--- src/anp_pkg.sv ---
// Package: register map, field layout and reset values of the next page transmit block
package anp_pkg;

  // ****************************************************************
  // Register map
  // ****************************************************************
  localparam int unsigned NPT_INDEX    = 32'h0000_0007;
  localparam int unsigned PAGE_STS_IDX = 32'h0000_0008;
  localparam logic [7:0]  NPT_ADDR     = 8'h1C;
  localparam logic [7:0]  PAGE_STS_ADDR = 8'h20;
  localparam int unsigned ADDR_W       = 8;

  // ****************************************************************
  // Field layout
  // ****************************************************************
  localparam int unsigned MORE_PAGES_BIT = 15;
  localparam int unsigned RSVD_BIT       = 14;
  localparam int unsigned MSG_PAGE_BIT   = 13;
  localparam int unsigned ACK_BIT        = 12;
  localparam int unsigned TOGGLE_BIT     = 11;
  localparam int unsigned CODE_MSB       = 10;
  localparam int unsigned CODE_W         = 11;
  localparam int unsigned PAGE_RX_BIT    = 0;

  // ****************************************************************
  // Reset values
  // ****************************************************************
  localparam logic [15:0]  NPT_RESET  = 16'h2001;
  localparam logic [10:0]  CODE_RESET = 11'h001;
  localparam logic         MSG_RESET  = 1'b1;

  typedef enum logic [1:0] {
    ANP_IDLE,
    ANP_ACK,
    ANP_GAP
  } anp_bus_state_t;

endpackage : anp_pkg

--- src/anp_page_if.sv ---
// Interface: page-sent strobe, sent toggle bit and toggle between register file and toggle tracker
`timescale 1ns/1ps
interface anp_page_if;
  logic        sent;
  logic        sent_toggle;
  logic        toggle;

  modport regs (input toggle, output sent, output sent_toggle);
  modport trk  (output toggle, input sent, input sent_toggle);
endinterface : anp_page_if

--- src/anp_toggle_trk.sv ---
// Module: tracks the toggle bit of the next page to transmit
`timescale 1ns/1ps
module anp_toggle_trk (
  input  wire logic clk_i,
  input  wire logic rst_i,
  anp_page_if.trk   pg
);

  typedef struct packed {
    logic toggle;
  } anp_trk_state_t;

  anp_trk_state_t s_q;
  anp_trk_state_t s_d;

  always_comb begin
    s_d = s_q;
    if (pg.sent) begin
      s_d.toggle = ~pg.sent_toggle;
    end
  end

  always_ff @(posedge clk_i) begin
    if (rst_i) begin
      s_q <= '0;
    end else begin
      s_q <= s_d;
    end
  end

  assign pg.toggle = s_q.toggle;

endmodule : anp_toggle_trk

--- src/anp_next_page_tx.sv ---
// Module: next page transmit register with Wishbone slave
`timescale 1ns/1ps
module anp_next_page_tx (
  input  wire logic        clk_i,
  input  wire logic        rst_i,
  input  wire logic        cyc_i,
  input  wire logic        stb_i,
  input  wire logic        we_i,
  input  wire logic [7:0]  adr_i,
  input  wire logic [3:0]  sel_i,
  input  wire logic [31:0] dat_i,
  output logic      [31:0] dat_o,
  output logic             ack_o,
  input  wire logic        page_sent_i,
  input  wire logic        page_rx_i,
  output logic      [15:0] tx_page_o
);

  anp_page_if pg ();

  typedef struct packed {
    anp_pkg::anp_bus_state_t st;
    logic [31:0]             rdata;
    logic                    more_pages_flag;
    logic                    message_page_flag;
    logic                    will_comply_ack;
    logic [10:0]             code;
    logic                    page_rx;
    logic [15:0]             tx_page;
  } anp_state_t;

  anp_state_t s_q;
  anp_state_t s_d;
  logic [15:0] reg_val;
  logic        hit_npt;
  logic        hit_sts;
  logic        req;

  // ****************************************************************
  // Register value
  // ****************************************************************
  always_comb begin
    reg_val = {s_q.more_pages_flag, 1'b0, s_q.message_page_flag,
               s_q.will_comply_ack, pg.toggle, s_q.code};
  end

  assign pg.sent        = page_sent_i;
  assign pg.sent_toggle = s_q.tx_page[anp_pkg::TOGGLE_BIT];

  anp_toggle_trk u_trk (
    .clk_i (clk_i),
    .rst_i (rst_i),
    .pg    (pg)
  );

  // ****************************************************************
  // Bus and field update
  // ****************************************************************
  always_comb begin
    s_d     = s_q;
    req     = cyc_i && stb_i;
    hit_npt = (adr_i == anp_pkg::NPT_ADDR);
    hit_sts = (adr_i == anp_pkg::PAGE_STS_ADDR);
    s_d.tx_page = reg_val;
    case (s_q.st)
      anp_pkg::ANP_IDLE: begin
        if (req) begin
          s_d.st    = anp_pkg::ANP_ACK;
          s_d.rdata = 32'h0000_0000;
          if (!we_i && hit_npt) begin
            s_d.rdata = {16'h0000, reg_val};
          end
          if (!we_i && hit_sts) begin
            s_d.rdata = {31'h0000_0000, s_q.page_rx};
          end
        end
      end
      anp_pkg::ANP_ACK: begin
        s_d.st = anp_pkg::ANP_GAP;
        // Write lands on the edge at which the master sees ack
        if (req && we_i && hit_npt && sel_i[1]) begin
          s_d.more_pages_flag   = dat_i[anp_pkg::MORE_PAGES_BIT];
          s_d.message_page_flag = dat_i[anp_pkg::MSG_PAGE_BIT];
          s_d.will_comply_ack   = dat_i[anp_pkg::ACK_BIT];
          s_d.code[10:8]        = dat_i[anp_pkg::CODE_MSB:8];
        end
        if (req && we_i && hit_npt && sel_i[0]) begin
          s_d.code[7:0] = dat_i[7:0];
        end
      end
      anp_pkg::ANP_GAP: begin
        if (!req) begin
          s_d.st = anp_pkg::ANP_IDLE;
        end
      end
      default: begin
        s_d.st = anp_pkg::ANP_IDLE;
      end
    endcase
    // Arrival wins over the clear of a read in the same cycle
    if (s_q.st == anp_pkg::ANP_ACK && !we_i && hit_sts) begin
      s_d.page_rx = 1'b0;
    end
    if (page_rx_i) begin
      s_d.page_rx = 1'b1;
    end
  end

  always_ff @(posedge clk_i) begin
    if (rst_i) begin
      s_q                   <= '0;
      s_q.st                <= anp_pkg::ANP_IDLE;
      s_q.message_page_flag <= anp_pkg::MSG_RESET;
      s_q.code              <= anp_pkg::CODE_RESET;
      s_q.tx_page           <= anp_pkg::NPT_RESET;
    end else begin
      s_q <= s_d;
    end
  end

  assign dat_o     = s_q.rdata;
  assign ack_o     = (s_q.st == anp_pkg::ANP_ACK);
  assign tx_page_o = s_q.tx_page;

endmodule : anp_next_page_tx

--- config.mk ---
export PLATFORM = sky130hd
export DESIGN_NAME = anp_next_page_tx
export DESIGN_NICKNAME = d
export VERILOG_FILES = /design/src/anp_pkg.sv /design/src/anp_page_if.sv /design/src/anp_toggle_trk.sv /design/src/anp_next_page_tx.sv
export SDC_FILE = /design/constraint.sdc
export NUM_CORES = 1
export LEC_CHECK = 0
export ABC_CLOCK_PERIOD_IN_PS = 2960
export BUFFER_PORTS_ARGS = -buffer_cell sky130_fd_sc_hd__buf_2
export CORE_ASPECT_RATIO = 1.4
export CORE_MARGIN = 3
export CORE_UTILIZATION = 45
export DETAILED_ROUTE_END_ITERATION = 12
export PLACE_DENSITY_LB_ADDON = 0.08
export SLEW_MARGIN = 20
export SYNTH_ARGS = -nofsm -noshare
export SYNTH_HDL_FRONTEND = slang
export SYNTH_SLANG_ARGS = --single-unit
export TNS_END_PERCENT = 100
--- constraint.sdc ---
create_clock -name clk_i -period 2.96 [get_ports clk_i]
set_input_delay 0.444 -clock clk_i [delete_from_list [all_inputs] [get_ports clk_i]]
set_output_delay 0.444 -clock clk_i [all_outputs]
set_load 0.03 [all_outputs]
Word-level counts from Yosys, hierarchy flattened
Index checks and enable logic that the tools add are counted.
Word-level totals
  logic and storage cells: 41
  flip-flop bits (word level): 66
  bits of input ports: 51
Operators by class
  reduce and logical (&&, ||, !) cells: 16
  muxes and demuxes: 7
  equality and inequality tests: 6
  bitwise logic cells: 1
Operator list (number)
  2-to-1 mux 34 bit: 1
  2-to-1 mux 16 bit: 2
  logical AND 1 bit: 9
  equality test 8 x 5 -> 1 bit (second input constant): 1
  equality test 8 x 6 -> 1 bit (second input constant): 1
  AND reduction 2 bit: 4
  one-hot mux 2 bit (3 select lines): 1
  inequality test 2 bit (second input constant): 2
  equality test 2 x 1 -> 1 bit (second input constant): 1
  equality test 2 bit (second input constant): 1
  logical NOT 2 bit: 1
  2-to-1 mux 1 bit: 2
  2-to-1 mux 2 bit: 1
  nonzero test 2 bit: 1
  logical NOT 1 bit: 1
  inverter 1 bit: 1

Logic depth before layout (Yosys ltp)
  word-level depth: 6
  depth in mapped cells: 6

By module
From an unflattened synthesis, not the netlist that was laid out.
Second synthesis, totals
  cell total of the unflattened synthesis: 221
  area, all modules: 2240.9 µm²
Modules (own cells, without submodules)
  anp_next_page_tx: seq. area each 940.9 µm², cells each 218, area each 2209.6 µm², times used 1
  anp_toggle_trk: seq. area each 20.0 µm², cells each 3, area each 31.3 µm², times used 1

Worst setup path after synthesis
OpenSTA, ideal clock, no wires.
  kind: input -> register
  start point: input port adr_i[1]
  end point: register s_q, in the netlist dat_o[1]
  data arrival time: 1.908 ns
  stages on the path: 6
  path buffers: 3
  setup slack: 0.968 ns
  cell sequence: or4_4 buf_6 or3_1 buf_6 buf_8 o31ai_2
On the way
  word-level cells in the longest chain between the ends: 4
  elaborated cells on any way between the ends: 6
  classes of those cells: 2 x eq/ne; 2 x mux; 2 x reduce/logical
RTL lines
  start, declared: line anp_next_page_tx.sv:9  | input wire logic [7:0] adr_i,
  equality test 8 x 5 -> 1 bit: line anp_next_page_tx.sv:62  | hit_npt = (adr_i == anp_pkg::NPT_ADDR);
  logical AND 1 bit: line anp_next_page_tx.sv:70  | if (!we_i && hit_npt) begin
  2-to-1 mux 16 bit: line anp_next_page_tx.sv:70
  2-to-1 mux 16 bit (*): line anp_next_page_tx.sv:73  | if (!we_i && hit_sts) begin
  end, declared: line anp_next_page_tx.sv:32  | anp_state_t s_q;
Every way passes the cells marked *; elsewhere a longest branch is shown, timed or not.
A chain may end at the register's enable or synchronous reset.

Worst setup path in the final report
  start point: input port adr_i[1]
  end point: register s_q, in the netlist dat_o[12]
Same word-level chain as after synthesis.

==> run summary <==
The logs give 0 for the initial antenna violation count and 2240 um^2 for the post-synthesis instance area. Measured against its own limit, the worst slew margin works out to 49.7%. Detailed routing placed a total of 1.71 mm of wire on met2. Type of the tightest min-delay check: primary input to flop.

The number of antenna diodes in the final layout is 0. In this run the power density over the cells is 517 nW/um^2. From bottom edge to top edge, the die measures 89.5 um. Counting the fill cells in the layout gives 484. The via count is 1402. For the number of synthesis warnings, the log shows 0.

The total of cells resized after clock tree synthesis is 0, and the setup violation total in the final timing report is 0. The area growth from synthesis to layout is 7.15%. Later-pin clock latency in the skew report: 0.29 ns.

The area taken by flip-flops and latches is 961 um^2, and the total met3 wirelength after detailed routing is 279 um. Clock tree synthesis found a total of 48 sinks. The run gives 304 as the total placed cells including tap cells. The core region is 4680 um^2.

The type of origin of the critical path was a primary input. In the final design database the tool counted 300 nets. The first global-routing pass estimated 5.95 mm of wire. The share of Yosys cell area claimed by the top area cell type works out to 42.9%. Input and output buffers added on the ports amount to 61.

Synthesis inferred 48 register bits. For this block, the initial DRC count from the detailed router was 71. The CTS root buffer is sky130_fd_sc_hd__clkbuf_8. The clock share of power is 39.6%, and the final routed DRC violation total is 0. The switching share of total power is 23.0%.

Entering global routing, the biggest net connects 52 pins. The wire length per cell after detailed routing was 11.7 um. Data on the critical path is required at its endpoint by 3.17 ns.

Chip width: 65.6 um. Setup repair after global routing left no endpoint under its margin. The netlist uses 28 different library cells.

The clock-pin slew reported for the worst setup and hold paths after clock tree synthesis was 0.09 ns; the maximum vdd ir drop was 0.290 mV. The tools report the cell-internal power as 0.957 mW. For the pin with the worst max-slew slack, the measured transition is 0.755 ns. The tool flagged a number of max-cap violations equal to 0. The number of hold-slack violations in the final timing report is 0. Routed metal-1 wire length: 1.62 mm.

In this run the top signal layer used is met4. Sorting the synthesized cells by area gives the leading types as sky130_fd_sc_hd__dfxtp_1 (43%), sky130_fd_sc_hd__buf_4 (16%), sky130_fd_sc_hd__nand2b_1 (7.0%). In this run the post-CTS setup repair buffer count came out at 0. Final worst-path cycle share: 64.8%. The worst setup path is captured at a flop.

The logs give 522 MHz for the highest attainable clock frequency and 0 for the number of pins exceeding their max-slew limit in the final report. The floorplan step defined a die boundary enclosing 5870 um^2. On the final layout, the worst hold slack is 0.333 ns. The total congestion overflow was 0. The analysis attributes to net switching a power of 0.285 mW. The clock period minus worst slack was 1.92 ns.

The global placer's final weighted congestion is 0.621, and the overall routed net length is 3.66 mm. The largest total area in the synthesized netlist belongs to sky130_fd_sc_hd__dfxtp_1. The worst register-to-register path has a setup slack of 1.33 ns. The count of nets left with antenna violations once routing finished came out at 0.

The critical path in this run is classified as primary input to flop. The initial core utilization was 47.9%. Combinational logic is responsible for 8.0% of the overall power. After synthesis, flip-flops and latches occupy 42.9% of the total area.

The area of combinational cells with multiple inputs is 853 um^2. The number of hold buffers added after cts was 0. TritonCTS built the clock tree. The part of the total power dissipated in sequential elements came out at 52.4%. For the static leakage, the log shows 1.16 nW. The HPWL after detailed placement is 2.49 mm.

The first TritonRoute pass finished after 5 iterations. The initialized floorplan defines 29 standard-cell rows. Pin placement for this block handled 100 I/O pins. The flow ran to the end, and the final reports show no timing, DRC or antenna violations. The number of global-route vias before repair is 1293, and the mean instance size in the synthesized netlist is 10.1 um^2.

The maximum fanout count along the critical path came out at 14. Global routing consumed, over all layers together, 13.1% of the routing resources. Cells with a size suffix above 1 make up 34.8% of the layout.

The total negative setup slack was 0 ns. The tools report the synthesized instance count as 221. Dividing the detail-routed via count by the number of cells gives 4.49. The logs give 2 for the deepest level of the CTS H-tree and 2 for the maximum number of buffers from clock root to sink. For the final database, setup skew stands at 0.00355 ns. The number of standard cells in the final layout excluding fillers is 312. The data arrival time of the critical path is 2.13 ns, and the total clock buffers created by CTS is 5.
placed cells by master (no fill, tap or decap), types with 2 or more instances in the layout:
cell,synthesis,final
sky130_fd_sc_hd__buf_4,48,2
sky130_fd_sc_hd__inv_1,18,18
sky130_fd_sc_hd__nand2b_1,25,25
sky130_fd_sc_hd__buf_2,0,61
sky130_fd_sc_hd__nor2_1,10,10
sky130_fd_sc_hd__o31ai_2,10,10
sky130_fd_sc_hd__mux2i_1,14,14
sky130_fd_sc_hd__nand4b_1,4,4
sky130_fd_sc_hd__clkbuf_8,0,6
sky130_fd_sc_hd__nand3b_1,15,15
sky130_fd_sc_hd__nor4_4,2,2
sky130_fd_sc_hd__dfxtp_1,48,48
sky130_fd_sc_hd__o41ai_2,2,2
sky130_fd_sc_hd__conb_1,1,18
sky130_fd_sc_hd__o31ai_1,2,2
path summary, 6_finish.rpt:
| path | startpoint | endpoint | cells after the start |
|---|---|---|---|
| max | adr_i[1] | dat_o[12] | 4 |
| min | page_sent_i | u_trk.pg.toggle | 2 |
| max reg2reg | s_q[63] | dat_o[0] | 3 |
| min reg2reg | tx_page_o[11] | u_trk.pg.toggle | 1 |
metrics by stage:
stage	instance area (um^2)	power [mW]	setup WS (ns)	util [%]
after floorplan	2300	0.755	0.968	-
after global placement	2280	0.765	0.722	48.7
after detailed placement	2280	0.766	0.711	48.7
after CTS	2400	1.26	1.03	51.3
after global routing	2400	1.29	0.952	51.3
final	2400	1.24	1.04	51.3
flip-flops by register name (all words and copies together) (netlist names):
name,cells
s_q,3
reg_val,14
u_trk.pg.toggle,1
tx_page_o,15
dat_o,15
metal layers:
metal / up-vias / global-route usage (%)
li1: 718 / -
met1: 624 / 16.1
met2: 55 / 21.6
met3: 5 / 3.90
met4: 0 / 5.09
met5: - / 0
worst max-delay path, stage by stage:
cell and delay (ns):
sky130_fd_sc_hd__buf_2 0.09, sky130_fd_sc_hd__or4_4 0.58, sky130_fd_sc_hd__or3_1 0.69, sky130_fd_sc_hd__o31ai_1 0.32
cell usage after synthesis (all sizes together):
| cell type | number |
|---|---|
| buf | 53 |
| dfxtp | 48 |
| nand2b | 25 |
| inv | 18 |
| nand3b | 15 |
| mux2i | 14 |
| o31ai | 12 |
| nor2 | 10 |
| clkbuf | 6 |
| nand4b | 4 |
| nor4 | 2 |
| o41ai | 2 |
| or4 | 2 |
| a211oi | 1 |
| a21oi | 1 |
| a2bb2oi | 1 |
| a311oi | 1 |
| conb | 1 |
| nand2 | 1 |
| nand4bb | 1 |
| nor4b | 1 |
| o21ai | 1 |
| or3 | 1 |
cells by family (layout without fill, tap and decap cells):
family,count (synthesis),after routing,synth area share [%]
buffers and inverters,77,89,22.1
other,1,18,0.167
and+or+nand+nor,62,62,19.3
muxes,14,14,6.25
AOI/OAI and AO/OA,19,19,9.27
DFF,48,48,42.9
layout make-up:
class | instances | share of cell area [%]
multi-input combinational | 113 | 35.5
inverter | 18 | 2.81
clock buffer | 6 | 3.44
tap | 62 | 3.23
clock inverter | 2 | 1.62
sequential | 48 | 40.0
timing repair buffer | 63 | 13.3
power groups by stage:
| stage | Sequential, mW | Combinational, mW | Clock (mW) |
|---|---|---|---|
| after detailed placement | 0.666 | 0.0991 | 0 |
| after floorplan | 0.666 | 0.0890 | 0 |
| final | 0.651 | 0.0990 | 0.492 |
| after CTS | 0.651 | 0.0993 | 0.507 |
| after global placement | 0.666 | 0.0989 | 0 |
| after global routing | 0.652 | 0.109 | 0.527 |
Note: power is estimated with default switching activity, not from simulation.
